`config.mk`:
```
export PLATFORM = sky130hd
export DESIGN_NAME = power_event_response_unit
export DESIGN_NICKNAME = d
export VERILOG_FILES = /design/src/power_event_pkg.sv /design/src/reg_access_if.sv /design/src/ahb_reg_port.sv /design/src/power_event_response_unit.sv
export VERILOG_INCLUDE_DIRS = /design/src
export SDC_FILE = /design/constraint.sdc
export NUM_CORES = 1
export LEC_CHECK = 0
export BUFFER_PORTS_ARGS = -buffer_cell sky130_fd_sc_hd__buf_4
export CORE_ASPECT_RATIO = 1.5
export CORE_MARGIN = 2
export CORE_UTILIZATION = 40
export CTS_BUF_LIST = sky130_fd_sc_hd__clkbuf_8
export DETAILED_ROUTE_END_ITERATION = 12
export GPL_TIMING_DRIVEN = 0
export PLACE_DENSITY = 0.68
export SYNTH_ARGS = -nofsm -noshare
export SYNTH_HDL_FRONTEND = slang
export SYNTH_SLANG_ARGS = --single-unit
```
`constraint.sdc`:
```
create_clock -name CORE_CLK_I -period 1.8 [get_ports CORE_CLK_I]
set_clock_uncertainty 0.2 [all_clocks]
set_input_delay 0.09 -clock CORE_CLK_I [delete_from_list [all_inputs] [get_ports CORE_CLK_I]]
set_output_delay 0.09 -clock CORE_CLK_I [all_outputs]
set_load 0.05 [all_outputs]
```
`src/power_event_map.svh`:
```
// Register offsets, field positions, reset values and timing for the power event unit
`ifndef POWER_EVENT_MAP_SVH
`define POWER_EVENT_MAP_SVH
`define OFS_FLAG        8'h00
`define OFS_MASK        8'h04
`define OFS_LIVE        8'h08
`define OFS_CFG         8'h0C
`define OFS_STAT        8'h10
`define NFLAG           8
`define FB_WD           0
`define FB_ENA          1
`define FB_SEQ          2
`define FB_INST         3
`define FB_MCU          4
`define FB_SOC          5
`define FB_OVP          6
`define FB_SEV          7
`define MASKABLE        8'h3E
`define MASK_RST        8'h00
`define CFG_LPSEL       0
`define CFG_PD          1
`define CFG_LIM_LO      2
`define CFG_TGT_LO      6
`define CFG_RESP_LO     8
`define CFG_RST         32'h0000_FF02
`define RECOV_MAX       4'hF
`define CLK_MHZ         250
`define WARM_RESET_NS   1000
`endif

```
`src/power_event_pkg.sv`:
```
// Types shared by the power event unit
package power_event_pkg;
  typedef enum {W_IDLE, W_HOLD} warm_state_e;
  typedef logic [7:0] flag_t;
endpackage

```
`src/reg_access_if.sv`:
```
// Register access strobes between bus port and register file
`timescale 1ns/1ps
`default_nettype none
interface reg_access_if;
  logic        wr_en;
  logic        rd_en;
  logic [7:0]  addr;
  logic [7:0]  waddr;
  logic [31:0] wdata;
  logic [31:0] rdata;
  modport port (output wr_en, output rd_en, output addr, output waddr, output wdata, input rdata);
  modport regs (input wr_en, input rd_en, input addr, input waddr, input wdata, output rdata);
endinterface
`default_nettype wire
```
`src/ahb_reg_port.sv`:
```
// AHB-Lite slave front end, zero wait states
`timescale 1ns/1ps
`default_nettype none
module ahb_reg_port
(
  input  wire logic        clk_i,
  input  wire logic        rst_i,
  input  wire logic        hsel_i,
  input  wire logic [31:0] haddr_i,
  input  wire logic [1:0]  htrans_i,
  input  wire logic        hwrite_i,
  input  wire logic        hready_i,
  input  wire logic [31:0] hwdata_i,
  output logic      [31:0] hrdata_o,
  reg_access_if.port       ra
);
  logic       req;
  logic       wpend_r;
  logic [7:0] waddr_r;

  // Reads sample in the address phase so the data phase needs no wait state
  assign req       = hsel_i && hready_i && htrans_i[1];
  assign ra.rd_en  = req && !hwrite_i;
  assign ra.wr_en  = wpend_r;
  // Separate write address: a read address phase may overlap a write data phase
  assign ra.addr   = haddr_i[7:0];
  assign ra.waddr  = waddr_r;
  assign ra.wdata  = hwdata_i;

  always_ff @(posedge clk_i)
  begin
    if (rst_i)
    begin
      wpend_r <= 1'b0;
      waddr_r <= 8'h00;
    end
    else if (hready_i)
    begin
      wpend_r <= req && hwrite_i && (haddr_i[31:8] == 24'h00_0000);
      waddr_r <= haddr_i[7:0];
    end
  end

  always_ff @(posedge clk_i)
  begin
    if (rst_i)
      hrdata_o <= 32'h0000_0000;
    else if (ra.rd_en)
      hrdata_o <= (haddr_i[31:8] == 24'h00_0000) ? ra.rdata : 32'h0000_0000;
  end
endmodule // ahb_reg_port
`default_nettype wire

```
`src/power_event_response_unit.sv`:
```
// Event response, recovery and interrupt flags of the power manager
//
// Chosen here: the AHB-Lite interface to the registers and the address map.
`include "power_event_map.svh"
`timescale 1ns/1ps
`default_nettype none
module power_event_response_unit
(
  input  wire logic                        CORE_CLK_I,
  input  wire logic                        RST_I,
  input  wire logic                        HSEL_I,
  input  wire logic [31:0]                 HADDR_I,
  input  wire logic [1:0]                  HTRANS_I,
  input  wire logic                        HWRITE_I,
  input  wire logic [2:0]                  HSIZE_I,
  input  wire logic                        HREADY_I,
  input  wire logic [31:0]                 HWDATA_I,
  output logic      [31:0]                 HRDATA_O,
  output logic                             HREADYOUT_O,
  output logic                             HRESP_O,
  input  wire logic                        WD_LONG_WINDOW_TIMEOUT_I,
  input  wire logic                        ENABLE_PIN_I,
  input  wire logic                        SEQ_OFF_FAULT_I,
  input  wire logic                        INSTANT_OFF_FAULT_I,
  input  wire logic                        MCU_SUPPLY_ERR_I,
  input  wire logic                        SOC_SUPPLY_ERR_I,
  input  wire logic                        INPUT_OVERVOLTAGE_I,
  input  wire logic [1:0]                  CURRENT_STATE_I,
  output logic                             DRIVER_ENABLE_O,
  output logic                             MCU_RESET_N_O,
  output logic                             SOC_RESET_N_O,
  output logic                             WATCHDOG_RESET_TRIGGER_O,
  output logic                             RESUME_TRIGGER_O,
  output logic      [1:0]                  RESUME_STATE_O,
  output logic                             FORCE_STANDBY_TRIGGER_O,
  output logic                             FORCE_LOW_POWER_IDLE_TRIGGER_O,
  output logic                             STARTUP_TRIGGER_O,
  output logic      [1:0]                  STARTUP_TARGET_STATE_O,
  output logic                             SEQUENCED_OFF_TRIGGER_O,
  output logic                             INSTANT_OFF_TRIGGER_O,
  output logic                             MCU_POWER_ERR_TRIGGER_O,
  output logic                             SOC_POWER_ERR_TRIGGER_O,
  output logic                             REGULATORS_OFF_O,
  output logic                             GPIO_LOW_SEQUENCED_O,
  output logic                             GPIO_LOW_IMMEDIATE_O,
  output logic                             PULLDOWN_EN_O,
  output logic                             SAFE_HOLD_STATE_O,
  output logic                             IRQ_O,
  output power_event_pkg::flag_t           FLAG_O
);
  import power_event_pkg::*;

  localparam int WARM_CYC = (`WARM_RESET_NS * `CLK_MHZ + 999) / 1000;

  reg_access_if ra ();

  warm_state_e warm_r;
  logic [8:0]  warm_cnt_r;
  flag_t       flag_r;
  flag_t       mask_r;
  flag_t       set_vec;
  flag_t       hold_vec;
  flag_t       clr_vec;
  flag_t       vis_vec;
  flag_t       resp;
  logic [31:0] cfg_r;
  logic [3:0]  recov_r;
  logic [3:0]  limit;
  logic        halt_r;
  logic        off_r;
  logic        en_q_r;
  logic [5:0]  fault_q_r;
  logic [5:0]  fault_now;
  logic [5:0]  fault_rise;
  logic        en_rise;
  logic        warm_go;
  logic        warm_done;
  logic        restart_go;
  logic        recov_inc;
  logic        any_fault;
  logic        wd_visible;

  ahb_reg_port u_port
  (
    .clk_i    (CORE_CLK_I),
    .rst_i    (RST_I),
    .hsel_i   (HSEL_I),
    .haddr_i  (HADDR_I),
    .htrans_i (HTRANS_I),
    .hwrite_i (HWRITE_I),
    .hready_i (HREADY_I),
    .hwdata_i (HWDATA_I),
    .hrdata_o (HRDATA_O),
    .ra       (ra.port)
  );

  assign HREADYOUT_O = 1'b1;
  assign HRESP_O     = 1'b0;

  // Per-event default responses can be disabled from configuration
  assign resp  = cfg_r[`CFG_RESP_LO +: 8];
  assign limit = cfg_r[`CFG_LIM_LO +: 4];

  assign fault_now  = {INPUT_OVERVOLTAGE_I, SOC_SUPPLY_ERR_I, MCU_SUPPLY_ERR_I,
                       INSTANT_OFF_FAULT_I, SEQ_OFF_FAULT_I, WD_LONG_WINDOW_TIMEOUT_I};
  assign fault_rise = fault_now & ~fault_q_r;
  assign en_rise    = ENABLE_PIN_I && !en_q_r;
  assign any_fault  = |fault_now[5:1];

  always_ff @(posedge CORE_CLK_I)
  begin
    if (RST_I)
    begin
      en_q_r    <= 1'b1;
      fault_q_r <= 6'h00;
    end
    else
    begin
      en_q_r    <= ENABLE_PIN_I;
      fault_q_r <= fault_now;
    end
  end

  // Warm reset sequence
  assign warm_go   = fault_rise[0] && (warm_r == W_IDLE) && resp[`FB_WD];
  assign warm_done = (warm_r == W_HOLD) && (warm_cnt_r == 9'd1);

  always_ff @(posedge CORE_CLK_I)
  begin
    if (RST_I)
    begin
      warm_r     <= W_IDLE;
      warm_cnt_r <= 9'd0;
    end
    else
    begin
      case (warm_r)
        W_IDLE:
        begin
          if (warm_go)
          begin
            warm_r     <= W_HOLD;
            warm_cnt_r <= 9'(WARM_CYC);
          end
        end
        W_HOLD:
        begin
          warm_cnt_r <= warm_cnt_r - 9'd1;
          if (warm_done)
            warm_r <= W_IDLE;
        end
        default:
          warm_r <= W_IDLE;
      endcase
    end
  end

  // Driver enable stays low and both resets pulse for the whole hold
  assign DRIVER_ENABLE_O = (warm_r == W_IDLE);
  assign MCU_RESET_N_O   = (warm_r == W_IDLE);
  assign SOC_RESET_N_O   = (warm_r == W_IDLE);

  always_ff @(posedge CORE_CLK_I)
  begin
    if (RST_I)
    begin
      WATCHDOG_RESET_TRIGGER_O <= 1'b0;
      RESUME_TRIGGER_O         <= 1'b0;
      RESUME_STATE_O           <= 2'b00;
    end
    else
    begin
      WATCHDOG_RESET_TRIGGER_O <= warm_go;
      RESUME_TRIGGER_O         <= warm_done;
      if (warm_go)
        RESUME_STATE_O <= CURRENT_STATE_I;
    end
  end

  // Recovery count and limit; the limit is only lifted by a power cycle
  assign restart_go = off_r && !any_fault && !halt_r && (warm_r == W_IDLE);
  assign recov_inc  = warm_done || restart_go;

  always_ff @(posedge CORE_CLK_I)
  begin
    if (RST_I)
      recov_r <= 4'h0;
    else if (recov_inc && recov_r != `RECOV_MAX)
      recov_r <= recov_r + 4'h1;
  end

  always_ff @(posedge CORE_CLK_I)
  begin
    if (RST_I)
      halt_r <= 1'b0;
    else if (limit != 4'h0 && recov_r > limit)
      halt_r <= 1'b1;
  end

  // Shutdown state and automatic restart to the start-up target
  always_ff @(posedge CORE_CLK_I)
  begin
    if (RST_I)
    begin
      off_r                <= 1'b0;
      GPIO_LOW_SEQUENCED_O <= 1'b0;
      GPIO_LOW_IMMEDIATE_O <= 1'b0;
      PULLDOWN_EN_O        <= 1'b0;
    end
    else if ((fault_rise[1] && resp[`FB_SEQ]) || (halt_r && !off_r))
    begin
      off_r                <= 1'b1;
      GPIO_LOW_SEQUENCED_O <= 1'b1;
    end
    else if ((fault_rise[2] && resp[`FB_INST]) || (fault_rise[5] && resp[`FB_OVP]))
    begin
      off_r                <= 1'b1;
      GPIO_LOW_IMMEDIATE_O <= 1'b1;
      PULLDOWN_EN_O        <= fault_rise[5] || cfg_r[`CFG_PD];
    end
    else if (restart_go)
    begin
      off_r                <= 1'b0;
      GPIO_LOW_SEQUENCED_O <= 1'b0;
      GPIO_LOW_IMMEDIATE_O <= 1'b0;
      PULLDOWN_EN_O        <= 1'b0;
    end
  end

  assign REGULATORS_OFF_O       = off_r;
  assign SAFE_HOLD_STATE_O      = INPUT_OVERVOLTAGE_I && off_r;
  assign STARTUP_TARGET_STATE_O = cfg_r[`CFG_TGT_LO +: 2];

  // Enable low is a level request for as long as the pin is low
  assign FORCE_STANDBY_TRIGGER_O        = !ENABLE_PIN_I && !cfg_r[`CFG_LPSEL];
  assign FORCE_LOW_POWER_IDLE_TRIGGER_O = !ENABLE_PIN_I && cfg_r[`CFG_LPSEL];

  always_ff @(posedge CORE_CLK_I)
  begin
    if (RST_I)
    begin
      STARTUP_TRIGGER_O       <= 1'b0;
      SEQUENCED_OFF_TRIGGER_O <= 1'b0;
      INSTANT_OFF_TRIGGER_O   <= 1'b0;
      MCU_POWER_ERR_TRIGGER_O <= 1'b0;
      SOC_POWER_ERR_TRIGGER_O <= 1'b0;
    end
    else
    begin
      STARTUP_TRIGGER_O       <= (en_rise && resp[`FB_ENA]) || restart_go;
      SEQUENCED_OFF_TRIGGER_O <= fault_rise[1] && resp[`FB_SEQ];
      INSTANT_OFF_TRIGGER_O   <= (fault_rise[2] && resp[`FB_INST]) || (fault_rise[5] && resp[`FB_OVP]);
      MCU_POWER_ERR_TRIGGER_O <= fault_rise[3] && resp[`FB_MCU];
      SOC_POWER_ERR_TRIGGER_O <= fault_rise[4] && resp[`FB_SOC];
    end
  end

  // Flag bank: set wins over a write-one clear
  assign set_vec  = {fault_rise[5], fault_rise[5], fault_rise[4], fault_rise[3],
                     fault_rise[2], fault_rise[1], en_rise, fault_rise[0]};
  assign hold_vec = {INPUT_OVERVOLTAGE_I, INPUT_OVERVOLTAGE_I, SOC_SUPPLY_ERR_I,
                     MCU_SUPPLY_ERR_I, INSTANT_OFF_FAULT_I, SEQ_OFF_FAULT_I, 1'b0, !wd_visible};
  assign wd_visible = (warm_r == W_IDLE) && !halt_r;
  assign clr_vec  = (ra.wr_en && ra.waddr == `OFS_FLAG) ? ra.wdata[7:0] : 8'h00;
  assign vis_vec  = {{2{!INPUT_OVERVOLTAGE_I}}, 5'h1F, wd_visible};

  for (genvar b = 0; b < `NFLAG; b++)
  begin : g_flag
    always_ff @(posedge CORE_CLK_I)
    begin
      if (RST_I)
        flag_r[b] <= 1'b0;
      else if (set_vec[b])
        flag_r[b] <= 1'b1;
      else if (clr_vec[b] && !hold_vec[b])
        flag_r[b] <= 1'b0;
    end
  end

  always_ff @(posedge CORE_CLK_I)
  begin
    if (RST_I)
    begin
      mask_r <= `MASK_RST;
      cfg_r  <= `CFG_RST;
    end
    else if (ra.wr_en && ra.waddr == `OFS_MASK)
      mask_r <= ra.wdata[7:0] & `MASKABLE;
    else if (ra.wr_en && ra.waddr == `OFS_CFG)
      cfg_r  <= {16'h0000, ra.wdata[15:0]};
  end

  // Long-window, overvoltage and severe flags cannot be masked
  assign IRQ_O  = |(flag_r & vis_vec & ~mask_r);
  assign FLAG_O = flag_r;

  always_comb
  begin
    case (ra.addr)
      `OFS_FLAG: ra.rdata = {24'h00_0000, flag_r & vis_vec};
      `OFS_MASK: ra.rdata = {24'h00_0000, mask_r};
      `OFS_LIVE: ra.rdata = {24'h00_0000, INPUT_OVERVOLTAGE_I, 6'h00, ENABLE_PIN_I};
      `OFS_CFG:  ra.rdata = cfg_r;
      `OFS_STAT: ra.rdata = {24'h00_0000, SAFE_HOLD_STATE_O, off_r, halt_r, warm_r == W_HOLD, recov_r};
      default:   ra.rdata = 32'h0000_0000;
    endcase
  end

  chk_wd_warm_entry: assert property (@(posedge CORE_CLK_I) disable iff (RST_I)
    warm_go |=> (!DRIVER_ENABLE_O && !MCU_RESET_N_O && !SOC_RESET_N_O && flag_r[0]))
    else $error("warm reset not entered");
  chk_warm_resume: assert property (@(posedge CORE_CLK_I) disable iff (RST_I)
    $rose(DRIVER_ENABLE_O) |-> RESUME_TRIGGER_O)
    else $error("no resume after warm reset");
  chk_wd_clear: assert property (@(posedge CORE_CLK_I) disable iff (RST_I)
    (clr_vec[0] && wd_visible && !set_vec[0]) |=> !flag_r[0])
    else $error("long-window flag not cleared");
  chk_wd_hidden: assert property (@(posedge CORE_CLK_I) disable iff (RST_I)
    (warm_r == W_HOLD && ra.addr == `OFS_FLAG) |-> !ra.rdata[0])
    else $error("long-window flag visible during warm reset");
  chk_enable_force: assert property (@(posedge CORE_CLK_I) disable iff (RST_I)
    !ENABLE_PIN_I |-> (FORCE_STANDBY_TRIGGER_O ^ FORCE_LOW_POWER_IDLE_TRIGGER_O))
    else $error("enable low not forcing idle");
  chk_enable_rise: assert property (@(posedge CORE_CLK_I) disable iff (RST_I)
    (en_rise && resp[`FB_ENA]) |=> (STARTUP_TRIGGER_O && flag_r[`FB_ENA]))
    else $error("enable rise not handled");
  chk_ovp_irq: assert property (@(posedge CORE_CLK_I) disable iff (RST_I)
    (flag_r[`FB_OVP] && !INPUT_OVERVOLTAGE_I) |-> IRQ_O)
    else $error("overvoltage flag masked");
  chk_recov_sat: assert property (@(posedge CORE_CLK_I) disable iff (RST_I)
    (recov_r == `RECOV_MAX) |=> (recov_r == `RECOV_MAX))
    else $error("recovery count wrapped");
  chk_hold_clear: assert property (@(posedge CORE_CLK_I) disable iff (RST_I)
    (flag_r[`FB_SEQ] && SEQ_OFF_FAULT_I) |=> flag_r[`FB_SEQ])
    else $error("flag cleared while fault present");
endmodule // power_event_response_unit
`default_nettype wire

```
==> Word level (Yosys, flattened, before mapping) <==
Index checks and enable logic that the tools add are counted.
{ "word_totals": {"ff_bits": 136, "out_inout_bits": 64} }
{ "op_classes": {"addsub": 2, "magnitude_cmp": 1, "n_eq_ne": 13, "muxes": 30, "bitwise": 7, "reduce_logical": 77} }
{ "ops": {"columns": ["op", "n"], "rows": [
  ["$pmux 16 s5", 1],
  ["$logic_not 32->1", 2],
  ["$mux 32", 2],
  ["$pmux 32 s2", 1],
  ["$logic_and 1x1->1", 35],
  ["$eq 32x1->1 const B", 1],
  ["$eq 32x2->1 const B", 1],
  ["$eq 8x4->1 const B", 3],
  ["$logic_not 24->1", 1],
  ["$mux 1", 22],
  ["$reduce_bool 2->1", 11],
  ["$pmux 9 s2", 1],
  ["$and 8x8->8", 2],
  ["$eq 8x3->1 const B", 2],
  ["$logic_not 8->1", 2],
  ["$mux 16", 1],
  ["$logic_not 1->1", 12],
  ["$reduce_and 2->1", 5],
  ["$eq 9x1->1 const B", 1],
  ["$mux 9", 1],
  ["$sub 9x1->9 const B", 1],
  ["$eq 8x5->1 const B", 1],
  ["$mux 8", 1],
  ["$not 6->8", 1],
  ["12 further kinds", 19]
]} }

==> Logic depth before layout (Yosys ltp) <==
Gate-level depths: netlist (run 1).
{ "logic_depth": {"depth_word": 8, "mapped_depth": 7, "ltp_nobuf": 7} }

==> Cells and area by module <==
A second synthesis (run 1) with hierarchy kept.
{ "hier_totals": {"cells_unflattened": 582, "hier_area_um2": 5431.5} }
{ "modules_own_cells": {"columns": ["mod", "n_inst", "cells_per_inst", "area_each_um2", "seq_area_each_um2"], "rows": [
  ["power_event_response_unit", 1, 351, 3046.7, 1281.2],
  ["ahb_reg_port", 1, 231, 2384.8, 820.8]
]} }

==> Least setup slack after synthesis (run 1) <==
OpenSTA, ideal clock, no wires.
{ "synth_timing": {"path_type": "reg2reg", "startpoint": "reg warm_r[0]", "endpoint": "reg warm_cnt_r[5]", "arrival_ns": 1.754, "t_required_ns": 1.509, "path_slack_ns": -0.245, "path_stages_with_launch": 6, "synth_period_minus_slack_ns": 2.045, "path_cell_list": "dfxtp_1 buf_2 inv_1 nor4_1 a211oi_1 a311oi_1"} }
{ "synth_via": {"elab_chain_cells": 5, "word_cells_on_any_way": 9} }
{ "synth_lines": {"columns": ["element", "line", "text"], "rows": [
  ["start: declaration", "power_event_response_unit.sv:57", "warm_state_e warm_r;"],
  ["start signal: assignment", "power_event_response_unit.sv:132", "warm_r <= W_IDLE;"],
  ["start signal: assignment", "power_event_response_unit.sv:142", "warm_r <= W_HOLD;"],
  ["start signal: assignment", "power_event_response_unit.sv:150", "warm_r <= W_IDLE;"],
  ["$logic_not 32->1", null, null],
  ["named net DRIVER_ENABLE_O", "power_event_response_unit.sv:29", "output logic DRIVER_ENABLE_O,"],
  ["$logic_and 1x1->1 (2 in a row)", "power_event_response_unit.sv:125", "assign warm_go = fault_rise[0] && (warm_r == W_IDLE) && resp[`FB_WD];"],
  ["$ne 2x2->1 (no line)", null, null],
  ["$reduce_and 2->1 (no line)", null, null],
  ["end signal: assignment", "power_event_response_unit.sv:143", "warm_cnt_r <= 9'(WARM_CYC);"],
  ["end signal: assignment", "power_event_response_unit.sv:148", "warm_cnt_r <= warm_cnt_r - 9'd1;"],
  ["end: declaration", "power_event_response_unit.sv:58", "logic [8:0] warm_cnt_r;"]
]} }
The timed path passes the listed nets, and every way through them passes these cells.
A chain may end at the register's enable or synchronous reset.

==> Final worst setup path (run 1) <==
{ "layout_timing": {"startpoint": "reg u_port.waddr_r[5], in the netlist u_port.ra.waddr[5]", "endpoint": "reg flag_r[6], in the netlist FLAG_O[6]"} }
{ "layout_via": {"elab_chain_cells": 5} }
{ "layout_lines": {"columns": ["element", "line", "text"], "rows": [
  ["start: declaration", "ahb_reg_port.sv:19", "logic [7:0] waddr_r;"],
  ["start signal: assignment", "ahb_reg_port.sv:40", "waddr_r <= haddr_i[7:0];"],
  ["$logic_not 8->1 (no line)", null, null],
  ["$logic_and 1x1->1 (no line)", null, null],
  ["$mux 8", "power_event_response_unit.sv:264", "assign clr_vec = (ra.wr_en && ra.waddr == `OFS_FLAG) ? ra.wdata[7:0] : 8'h00;"],
  ["$logic_and 1x1->1", "power_event_response_unit.sv:275", "else if (clr_vec[b] && !hold_vec[b])"],
  ["$reduce_bool 2->1 (no line)", null, null],
  ["end signal: indexed assignment", "power_event_response_unit.sv:272", "flag_r[b] <= 1'b0;"],
  ["end signal: indexed assignment", "power_event_response_unit.sv:274", "flag_r[b] <= 1'b1;"],
  ["end signal: indexed assignment", "power_event_response_unit.sv:276", "flag_r[b] <= 1'b0;"],
  ["end: declaration", "power_event_response_unit.sv:59", "flag_t flag_r;"]
]} }
No other way between the ends.

==> key figures, run 1 <==
GRT
  • Largest net degree at the start of global routing: 15
  • Vias in the first global route: 4069
  • Grt total ovfl: 0
  • First-pass GRT wire length: 20000 µm
  • GRT Overall Usage: 23.6%
  • Antenna violations before repair: 0

Logic synthesis
  • Seq cells post-synth: 89
  • Syn avg cell area: 8.92 µm²
  • Most frequent cells after synthesis: dfxtp_1 (89), nor2_1 (54), nand2_1 (42)
  • FFs w/ async S/R, synth: 0%
  • Yosys top cell by area: dfxtp_1
  • Ys flop type: dfxtp_1
  • Ranking of synthesized cells by area: dfxtp_1 (45%), mux2i_1 (5.3%), nor2_1 (5.1%)
  • Register area share after synthesis: 45.0%
  • Netlist cell types: 50
  • Top-count cell post-synth: dfxtp_1
  • Post-synthesis cell count: 444
  • Synth Cell Area: 3960 µm²
  • Synth top area share: 45.0%
  • EDFF count, synth: 0
  • Yosys warns: 0

Worst setup path
  • Worst R2R Start: u_port.ra.waddr[5]
  • Critical path type: flip-flop to flip-flop
  • Worst Path Max Fanout: 4
  • Worst path cell trace: or4b_4 > nor4_4 > buf_4 > nor3b_4 > buf_6 > a311oi_1
  • CP Capture Type: flip-flop
  • Worst path buffer plus inverter count: 2
  • CP Launch Type: flip-flop
  • Critical Path RT: 1830 ps
  • CP max-delay cell: or4b_4
  • Crit path arrival time: 2130 ps
  • Cells on worst reg2reg path: 6
  • Critical Path Max Stage Delay: 540 ps
  • Largest delay contributor family on the critical path: simple AND/OR/NAND/NOR gates
  • R2R Setup Slk: -300 ps
  • R2R Path End: FLAG_O[6]

STA
  • Setup slack after layout: -303 ps
  • FMAX: 476 MHz
  • Total negative slack: -7220 ps
  • Final period util: 117%
  • Final hold slack: -0.800 ps
  • Final slew viol count: 0
  • RSZ-0062 raised after global routing: true
  • Slew HR: 49.4%
  • Final setup viols: 30
  • Final Hold Violating Endpoints: 1
  • Worst Tran Pin Value: 756 ps
  • Final Critical Period: 2100 ps

Floorplan
  • Row Count: 44
  • Die area: 10700 µm²
  • Initial Utilization: 41.1%
  • I/O Pins: 147
  • Core Area: 9630 µm²
  • Die H: 126 µm
  • Die width: 85.3 µm

Routing
  • Routed wire length: 12800 µm
  • Drt pass-1 iters: 5
  • # DRC: 0
  • Vias: 4107
  • ANT nets after route: 0
  • Initial DRC Count: 328
  • WL/cell: 17.0 µm
  • Vias/cell: 5.45

Clocking
  • CTS Buf Count: 9
  • Clock root buffer: clkbuf_8
  • Htree depth: 3
  • Clk buf depth: 2
  • CTS tree: done
  • Worst-skew pair later-pin latency: 360 ps
  • CTS Sinks: 89
  • Clock slew at reported path FFs: 90 ps

Min path
  • Hold Path Cell Cnt: 5
  • Hold EP: u_port.hrdata_o[6]
  • Min-Delay Startpoint: HADDR_I[19]
  • Worst hold path type: primary input to flip-flop

Placed design
  • Placement Cell Area: 5000 µm²
  • Post-DP HPWL: 8770 µm
  • Port Buffer Count: 107
  • RePlAce Congestion: 0.942
  • Placement Setup Slack: -416 ps

Finish
  • Share of cells above drive strength 1: 35.7%
  • Area grow syn2layout: 51.6%
  • Filler Cell Count: 833
  • Nets: 724
  • Ant diodes: 0
  • Post-route cell area: 6010 µm²

Status
  • Status: finished with violations
  • Failing checks: negative hold slack, negative setup slack

Run
  • Max-Cap Viols: 0

Power and ir drop
  • Peak VDD IR: 0.617 mV
  • Leakage: 2.59 nW
  • PwrDens: 739 nW/µm²
  • Total power: 4.44 mW
==> registers in the layout, indices dropped and copies added, names as in the netlist <==
| register | count |
|---|---|
| mask_r | 5 |
| GPIO_LOW_SEQUENCED_O | 1 |
| STARTUP_TRIGGER_O | 1 |
| INSTANT_OFF_TRIGGER_O | 1 |
| SOC_POWER_ERR_TRIGGER_O | 1 |
| GPIO_LOW_IMMEDIATE_O | 1 |
| RESUME_TRIGGER_O | 1 |
| halt_r | 1 |
| warm_cnt_r | 9 |
| fault_q_r | 6 |
| cfg_r | 16 |
| warm_r | 1 |
| en_q_r | 1 |
| WATCHDOG_RESET_TRIGGER_O | 1 |
| u_port.hrdata_o | 16 |
| PULLDOWN_EN_O | 1 |
| SEQUENCED_OFF_TRIGGER_O | 1 |
| REGULATORS_OFF_O | 1 |
| MCU_POWER_ERR_TRIGGER_O | 1 |
| recov_r | 4 |
| u_port.ra.wr_en | 1 |
| u_port.ra.waddr | 8 |
| RESUME_STATE_O | 2 |
| FLAG_O | 8 |
==> metrics by stage <==
stage,util [%],instances
global route,62.3,754
floorplan,-,460
detailed placement,51.9,682
CTS,60.7,746
global placement,51.9,682
finish,62.3,754
==> where the power goes <==
part | switching (mW) | internal, mW | total [mW]
combinational | 0.518 | 0.382 | 0.900
clock | 0.728 | 0.670 | 1.40
sequential | 0.0925 | 2.04 | 2.14
total | 1.34 | 3.10 | 4.44
==> area by class of cell <==
class / count / area [µm²] / share of cell area [%]
clock inverters: 6 / 58.8 / 0.979
clock buffers: 10 / 138 / 2.29
plain buffers: 41 / 275 / 4.58
flip-flops and latches: 89 / 1800 / 29.9
multi-input cells: 307 / 2130 / 35.5
repair buffers: 163 / 1370 / 22.8
well taps: 115 / 144 / 2.40
inverters: 23 / 92.6 / 1.54
==> worst max-delay path by stage <==
stage | from | endpoint | slack, ps | depth (start not counted)
after detailed placement | RST_I | recov_r[0] | -420 | 5
after global routing | u_port.ra.waddr[5] | FLAG_O[6] | -380 | 6
after global placement | RST_I | recov_r[0] | -390 | 5
after floorplan | u_port.ra.waddr[5] | cfg_r[7] | -110 | 7
after CTS | u_port.ra.waddr[5] | FLAG_O[6] | -250 | 6
final | u_port.ra.waddr[5] | FLAG_O[6] | -300 | 6
==> worst min-delay path, stage by stage <==
cell      delay, ps
buf_4            70
nor4_1           30
nand2_1         130
o31a_1          150
a311oi_1         40
==> timing repair <==
action,in CTS,in global routing
gates cloned,2,0
hold buffers,34,1
pin swaps,36,11
setup buffers,12,9
resized for setup,48,29
setup endpoints to repair,46,65
endpoints found under the hold margin,57,1
==> placed cells by master (no fill, tap or decap), types with 4 or more instances in the layout <==
master,netlist,final
nor2b_1,10,10
nand2_2,0,15
buf_6,1,11
dfxtp_2,0,8
and3_1,6,6
nor4_4,2,5
mux2i_1,21,21
nand3b_1,13,13
inv_1,23,22
nor2_1,54,53
a21oi_1,20,16
a21oi_2,0,4
clkbuf_1,10,8
a211oi_1,7,5
dfxtp_1,89,80
ha_1,7,5
buf_4,23,141
nor4_1,13,10
dlygate4sd3_1,0,34
a32oi_1,13,13
nor3_1,10,10
a22o_1,7,7
nand2_1,42,26
o21ai_0,10,8
clkbuf_8,0,10
a311oi_1,11,11
conb_1,2,18
==> logic make-up (layout without fill, tap and decap cells) <==
family	count (synthesis)	count (layout)	share of synthesized area, %
compound gates	82	82	14.9
xor+xnor	1	1	0.221
fa+ha+maj	7	7	2.21
buf+inv	64	243	8.53
flops	89	89	45.0
mux	21	21	5.31
other cells	2	18	0.190
simple gates	178	178	23.7
==> layer usage <==
metal	vias to the layer above	wire (µm)	share of wire, %	global-route usage (%)
li1	1934	-	-	-
met1	1912	4850	38	28.1
met5	-	0	0	0
met4	0	485	3.8	12.4
met2	226	6360	50	40.1
met3	35	1130	8.8	3.93
(Power assumes the default switching activity.)
==> run 2, diff against run 1 <==
--- a/config.mk
+++ b/config.mk
@@ -14,6 +14,7 @@
 export DETAILED_ROUTE_END_ITERATION = 12
 export GPL_TIMING_DRIVEN = 0
 export PLACE_DENSITY = 0.68
+export SETUP_SLACK_MARGIN = 0.1
 export SYNTH_ARGS = -nofsm -noshare
 export SYNTH_HDL_FRONTEND = slang
 export SYNTH_SLANG_ARGS = --single-unit
==> key figures, run 2 (synthesized netlist as in run 1, its figures left out) <==
Status
  • Status: finished with violations
  • Failing checks: negative hold slack, negative setup slack

Floorplan
  • Die area: 10700 µm² (unchanged)
  • Core Area: 9630 µm² (unchanged)
  • Initial Utilization: 41.1% (unchanged)
  • I/O Pins: 147 (unchanged)
  • Die H: 126 µm (unchanged)
  • Die width: 85.3 µm (unchanged)
  • Row Count: 44 (unchanged)

Routing
  • Drt pass-1 iters: 5 (unchanged)
  • Vias/cell: 5.47 (+0.48%)
  • Routed wire length: 13200 µm (+2.9%)
  • Vias: 4165 (+1.4%)
  • Initial DRC Count: 339 (+3.4%)
  • ANT nets after route: 0 (unchanged)
  • # DRC: 0 (unchanged)
  • WL/cell: 17.4 µm (+2.0%)

Min path
  • Worst hold path type: primary input to flip-flop

Worst setup path
  • CP Launch Type: flip-flop
  • Worst path cell trace: or4b_4 > nor4_4 > buf_4 > nor3b_4 > a311oi_1
  • Critical path type: flip-flop to flip-flop
  • CP Capture Type: flip-flop
  • CP max-delay cell: or4b_4
  • Critical Path RT: 1830 ps (about the same)
  • Worst Path Max Fanout: 6 (+2)
  • Crit path arrival time: 2050 ps (-80 ps)
  • Critical Path Max Stage Delay: 550 ps (about the same)

Finish
  • Register Area: 1800 µm² (+0.21%)
  • Share of cells above drive strength 1: 37.2% (+1.5 points)
  • Ant diodes: 0 (unchanged)
  • Area grow syn2layout: 55.7%
  • Largest regs: cfg_r x16, u_port.hrdata_o x16, warm_cnt_r x9
  • Nets: 731 (+0.97%)
  • Commonest non-fill, non-tap cell in the layout: buf_4
  • Footprint of the multi-input gates: 2170 µm² (+2.0%)
  • Most frequent cells in the layout: buf_4 (140), dfxtp_1 (77), nor2_1 (50)
  • Filler Cell Count: 779 (-6.5%)

GRT
  • Antenna violations before repair: 0 (unchanged)
  • First-pass GRT wire length: 19400 µm (-2.7%)
  • GRT Overall Usage: 23.2% (-0.41 points)
  • Grt total ovfl: 0 (unchanged)
  • Vias in the first global route: 3791 (-6.8%)
  • Largest net degree at the start of global routing: 16 (+1)

Power and ir drop
  • Leakage: 2.65 nW (+2.6%)
  • Sequential cell fraction of total power: 47.1% (-1.1 points)
  • Peak VDD IR: 0.403 mV (-35%)
  • Internal power: 3.14 mW (+1.5%)
  • Switching Power: 1.39 mW (+3.8%)
  • Net Sw Frac: 30.7% (+0.48 points)
  • Clock power share: 31.9% (+0.4 points)
  • PwrDens: 735 nW/µm² (-0.48%)
  • Logic gate share of total power: 21.0% (+0.7 points)

STA
  • Final period util: 112% (-4.6 points)
  • Final setup viols: 48 (+60%)
  • Final slew viol count: 0 (unchanged)
  • Final Critical Period: 2020 ps (-82.1 ps)
  • Final Hold Violating Endpoints: 1 (unchanged)
  • RSZ-0062 raised after global routing: true
  • Total negative slack: -7250 ps (-29.2 ps)
  • Setup slack after layout: -221 ps (+82.1 ps)
  • Worst Tran Pin Value: 713 ps (-43.5 ps)
  • FMAX: 495 MHz (+4.1%)
  • Slew HR: 52.5% (+3.1 points)
  • Final hold slack: -41.9 ps (-41.1 ps)

Clocking
  • Clock root buffer: clkbuf_8
  • Clock slew at reported path FFs: 90 ps (about the same)
  • Htree depth: 3 (unchanged)
  • CTS Sinks: 89 (unchanged)
  • CTS tree: done
  • CTS Buf Count: 9 (unchanged)
  • Clk buf depth: 2 (unchanged)
  • Worst-skew pair later-pin latency: 370 ps (about the same)

Placed design
  • Port Buffer Count: 107 (unchanged)
  • Post-DP HPWL: 8940 µm (+1.9%)
  • RePlAce Congestion: 0.892 (-5.3%)
  • Placement Setup Slack: -355 ps (+60.8 ps)

Run
  • Max-Cap Viols: 0 (unchanged)
==> run 2: metal layers <==
metal  vias to the layer above  global-route usage [%]  part of all wire (%)
met4                         0                    10.3                   3.4
met5                         -                       0                     0
met2                       202                    39.6                    51
met3                        35                    4.26                   7.0
met1                      1981                    28.1                    39
li1                       1947                       -                     -
==> run 2: cell type report <==
cell class / instances / area share, %
multi-input cells: 307 / 35.2
flip-flops and latches: 89 / 29.2
repair buffers: 170 / 23.8
plain buffers: 41 / 4.67
well taps: 115 / 2.33
clock buffers: 10 / 2.23
inverters: 23 / 1.46
clock inverters: 6 / 1.10
==> run 2: path summary, 6_finish.rpt <==
check,slack [ps],depth (start not counted),endpoint,from
setup / recovery,-220,5,FLAG_O[6],u_port.ra.waddr[5]
hold / removal,-40,5,u_port.hrdata_o[6],HADDR_I[6]
hold reg to reg,290,2,STARTUP_TRIGGER_O,cfg_r[9]
setup reg to reg,-220,5,FLAG_O[6],u_port.ra.waddr[5]
==> run 2: stage by stage <==
step / util, % / hold WS, ps / instances / area [µm²] / power [mW]
after floorplan: - / -8.79 / 460 / 4070 / 2.63
after global placement: 52.1 / 98.3 / 682 / 5010 / 2.90
after detailed placement: 52.1 / 107 / 682 / 5010 / 2.91
after CTS: 60.8 / -122 / 747 / 5860 / 4.43
after global routing: 64.0 / -26.1 / 761 / 6170 / 4.69
final: 64.0 / -41.9 / 761 / 6170 / 4.53
==> run 2: critical path: cells and delay by family (launching register included) <==
family / cells / cell delay, ps
AND/OR/NAND/NOR: 3 / 1030
flip-flops: 1 / 330
buffers and inverters: 1 / 180
AO/OA/AOI/OAI: 1 / 150
==> run 2: repair_timing <==
| action | in CTS | in global routing |
|---|---|---|
| resized for setup | 36 | 56 |
| pin swaps | 17 | 31 |
| hold buffers | 34 | 2 |
| setup buffers | 13 | 14 |
| hold endpoints to repair | 57 | 7 |
| endpoints found under the setup margin | 58 | 65 |
| gates cloned | 2 | 0 |
==> run 2: power groups by stage <==
stage	registers, mW	logic [mW]	clock network [mW]
2_1_floorplan	2.25	0.385	0
3_3_place_gp	2.16	0.745	0
3_5_place_dp	2.16	0.752	0
4_1_cts	2.12	0.851	1.45
5_1_grt	2.15	1.00	1.54
6_report	2.14	0.953	1.45
==> run 3, diff against run 2 <==
--- a/config.mk
+++ b/config.mk
@@ -6,6 +6,7 @@
 export SDC_FILE = /design/constraint.sdc
 export NUM_CORES = 1
 export LEC_CHECK = 0
+export ABC_AREA = 1
 export BUFFER_PORTS_ARGS = -buffer_cell sky130_fd_sc_hd__buf_4
 export CORE_ASPECT_RATIO = 1.5
 export CORE_MARGIN = 2
@@ -13,7 +14,7 @@
 export CTS_BUF_LIST = sky130_fd_sc_hd__clkbuf_8
 export DETAILED_ROUTE_END_ITERATION = 12
 export GPL_TIMING_DRIVEN = 0
-export PLACE_DENSITY = 0.68
+export PLACE_DENSITY = 0.67
 export SETUP_SLACK_MARGIN = 0.1
 export SYNTH_ARGS = -nofsm -noshare
 export SYNTH_HDL_FRONTEND = slang
==> key figures, run 3 <==
Power and ir drop
  • Leakage: 3.01 nW (+13%)
  • PwrDens: 676 nW/µm² (-8.1%)
  • Peak VDD IR: 0.413 mV (+2.3%)

Logic synthesis
  • Ys flop type: dfxtp_1
  • Seq cells post-synth: 89 (unchanged)
  • Most frequent cells after synthesis: nand2_1 (98), dfxtp_1 (89), inv_1 (68)
  • Netlist cell types: 35 (-30%)
  • Synth top area share: 43.7% (-1.3 points)
  • Post-synthesis cell count: 563 (+27%)
  • Ranking of synthesized cells by area: dfxtp_1 (44%), nand2_1 (9.0%), a21oi_1 (6.6%)
  • Yosys top cell by area: dfxtp_1
  • Top-count cell post-synth: nand2_1
  • Syn avg cell area: 7.25 µm² (-19%)
  • EDFF count, synth: 0 (unchanged)
  • Synth Cell Area: 4080 µm² (+3.0%)
  • Register area share after synthesis: 43.7% (-1.3 points)
  • Yosys warns: 0 (unchanged)
  • FFs w/ async S/R, synth: 0% (unchanged)

Routing
  • Drt pass-1 iters: 5 (unchanged)
  • Routed wire length: 14900 µm (+12%)
  • ANT nets after route: 0 (unchanged)
  • Vias/cell: 5.18 (-5.4%)
  • # DRC: 0 (unchanged)
  • Initial DRC Count: 327 (-3.5%)
  • Vias: 4645 (+12%)
  • WL/cell: 16.6 µm (-4.6%)

Floorplan
  • Core Area: 10000 µm² (+4.0%)
  • I/O Pins: 147 (unchanged)
  • Row Count: 45 (+2.3%)
  • Die H: 128 µm (+1.4%)
  • Die width: 86.5 µm (+1.4%)
  • Initial Utilization: 40.7% (-0.41 points)
  • Die area: 11000 µm² (+2.9%)

Clocking
  • Clock slew at reported path FFs: 80 ps (about the same)
  • CTS Buf Count: 9 (unchanged)
  • Htree depth: 3 (unchanged)
  • CTS tree: done
  • Worst-skew pair later-pin latency: 360 ps (about the same)
  • Clock root buffer: clkbuf_8
  • Clk buf depth: 2 (unchanged)
  • CTS Sinks: 89 (unchanged)

STA
  • Total negative slack: 0 ps (+7250 ps)
  • Worst Tran Pin Value: 745 ps (+32.1 ps)
  • FMAX: 579 MHz (+17%)
  • RSZ-0062 raised after global routing: true
  • Final Hold Violating Endpoints: 0 (-1)
  • Final Critical Period: 1730 ps (-293 ps)
  • Slew HR: 50.3% (-2.1 points)
  • Final setup viols: 0 (-100%)
  • Final slew viol count: 0 (unchanged)
  • Final period util: 96.0% (-16 points)

Min path
  • Hold Path Cell Cnt: 5 (unchanged)
  • Min-Delay Startpoint: INPUT_OVERVOLTAGE_I
  • Worst hold path type: primary input to flip-flop
  • Hold EP: u_port.hrdata_o[7]

Placed design
  • Post-DP HPWL: 9760 µm (+9.2%)
  • Port Buffer Count: 108 (+0.93%)
  • RePlAce Congestion: 0.930 (+4.2%)

Worst setup path
  • Critical Path RT: 1890 ps (+60 ps)
  • R2R Setup Slk: 160 ps (+380 ps)
  • Critical path type: primary input to flip-flop
  • Worst Path Max Fanout: 8 (+2)
  • R2R Path End: u_port.ra.waddr[3]
  • Cells on worst reg2reg path: 4 (-1)
  • Crit path arrival time: 1810 ps (-240 ps)
  • CP Capture Type: flip-flop
  • CP Launch Type: primary input
  • Worst R2R Start: u_port.ra.waddr[3]

GRT
  • Grt met3 use: 3.61% (-0.65 points)
  • GRT Overall Usage: 25.5% (+2.4 points)
  • GR peak layer: met2
  • Vias in the first global route: 4590 (+21%)
  • First-pass GRT wire length: 21800 µm (+12%)
  • Routing usage on met2: 46.5% (+6.9 points)
  • M1 GR Usage: 26.5% (-1.5 points)
  • Grt total ovfl: 0 (unchanged)
  • Largest net degree at the start of global routing: 14 (-2)
  • Antenna violations before repair: 1 (+1)

Run
  • Max-Cap Viols: 0 (unchanged)

Finish
  • Share of cells above drive strength 1: 28.5% (-8.7 points)
  • Largest regs: cfg_r x16, u_port.hrdata_o x16, warm_cnt_r x9
  • Filler Cell Count: 888 (+14%)
  • Area grow syn2layout: 55.7% (about the same)
  • Nets: 864 (+18%)
  • Most frequent cells in the layout: buf_4 (125), dfxtp_1 (85), nand2_1 (83)
  • Footprint of the multi-input gates: 2090 µm² (-4.0%)
  • Register Area: 1790 µm² (-0.70%)
  • Final core occ: 63.4% (-0.62 points)
  • Commonest non-fill, non-tap cell in the layout: buf_4

Status
  • Status: completed
## run 3: cell count changes after synthesis, sizes merged, moves of 10 or more
cell,before,now
nor2,55,72
a311oi,11,0
o21ai,10,37
nand2,42,98
inv,23,69
nand4,3,23
a21oi,20,54
a32oi,13,0
nand3,6,47
nor4,15,0
nor2b,10,0
nand3b,13,0
mux2i,21,0
## run 3: worst max path at each step
stage | start | to | slack, ps | cells after the start
2_1_floorplan | warm_r[0] | recov_r[2] | 130 | 9
3_3_place_gp | warm_r[0] | recov_r[1] | -30 | 9
3_5_place_dp | warm_r[0] | recov_r[2] | -50 | 9
4_1_cts | warm_r[0] | IRQ_O | -20 | 7
5_1_grt | warm_r[0] | IRQ_O | 10 | 7
6_report | HADDR_I[12] | u_port.hrdata_o[6] | 70 | 9
## run 3: metrics by stage
| step | instances | hold slack (ps) | worst slack [ps] | total power, mW | cell area (µm²) |
|---|---|---|---|---|---|
| 2_1_floorplan | 579 | -26.5 | 125 | 2.65 | 4140 |
| 3_3_place_gp | 804 | 107 | -30.9 | 2.92 | 5100 |
| 3_5_place_dp | 804 | 108 | -51.7 | 2.93 | 5100 |
| 4_1_cts | 895 | 12.8 | -20.7 | 4.22 | 6070 |
| 5_1_grt | 897 | 68.4 | 12.8 | 4.46 | 6350 |
| 6_report | 897 | 48.3 | 72.1 | 4.29 | 6350 |
## run 3: cell families (layout without fill, tap and decap cells)
family / after synthesis / after routing / share of synthesized area, %
adders and majority gates: 7 / 7 / 2.15
and+or+nand+nor: 249 / 249 / 27.3
other: 2 / 19 / 0.184
AOI/OAI and AO/OA: 105 / 105 / 13.9
xor gates and xnor gates: 2 / 2 / 0.429
buffers and inverters: 109 / 309 / 12.4
DFF: 89 / 89 / 43.7
## run 3: cell type report
class | instances | area share (%)
clock buffers | 9 | 1.95
flip-flops and latches | 89 | 28.1
plain buffers | 39 | 4.00
multi-input cells | 381 | 32.8
repair buffers | 184 | 26.0
well taps | 117 | 2.30
clock inverters | 7 | 0.532
diodes | 1 | 0.0394
inverters | 70 | 4.25
## run 3: metal layers
layer  wire length, µm  up-vias
li1                  -     2233
met1              5100     2130
met2              8070      210
met3               808       72
met4               879        0
met5                 0        -
## run 3: critical path, stage by stage
cell and delay [ps]:
dlygate4sd3_1 550, buf_4 140, nor2_2 80, nand2_2 90
nor2_4 140, nand4_4 170, nor2_4 290, nand2_1 100
a21oi_1 140
## run 3: repair_timing
action                                 in CTS  in global routing
setup endpoints to repair                  30                 48
setup buffers                               5                  1
endpoints found under the hold margin      51                  1
pin swaps                                   2                 22
hold buffers                               70                  1
resized for setup                          22                 95
gates cloned                                0                  0
## run 3: power by group
| group | switching (mW) | internal (mW) |
|---|---|---|
| registers | 0.0555 | 2.05 |
| logic | 0.608 | 0.425 |
| clock network | 0.681 | 0.477 |
| total | 1.34 | 2.95 |
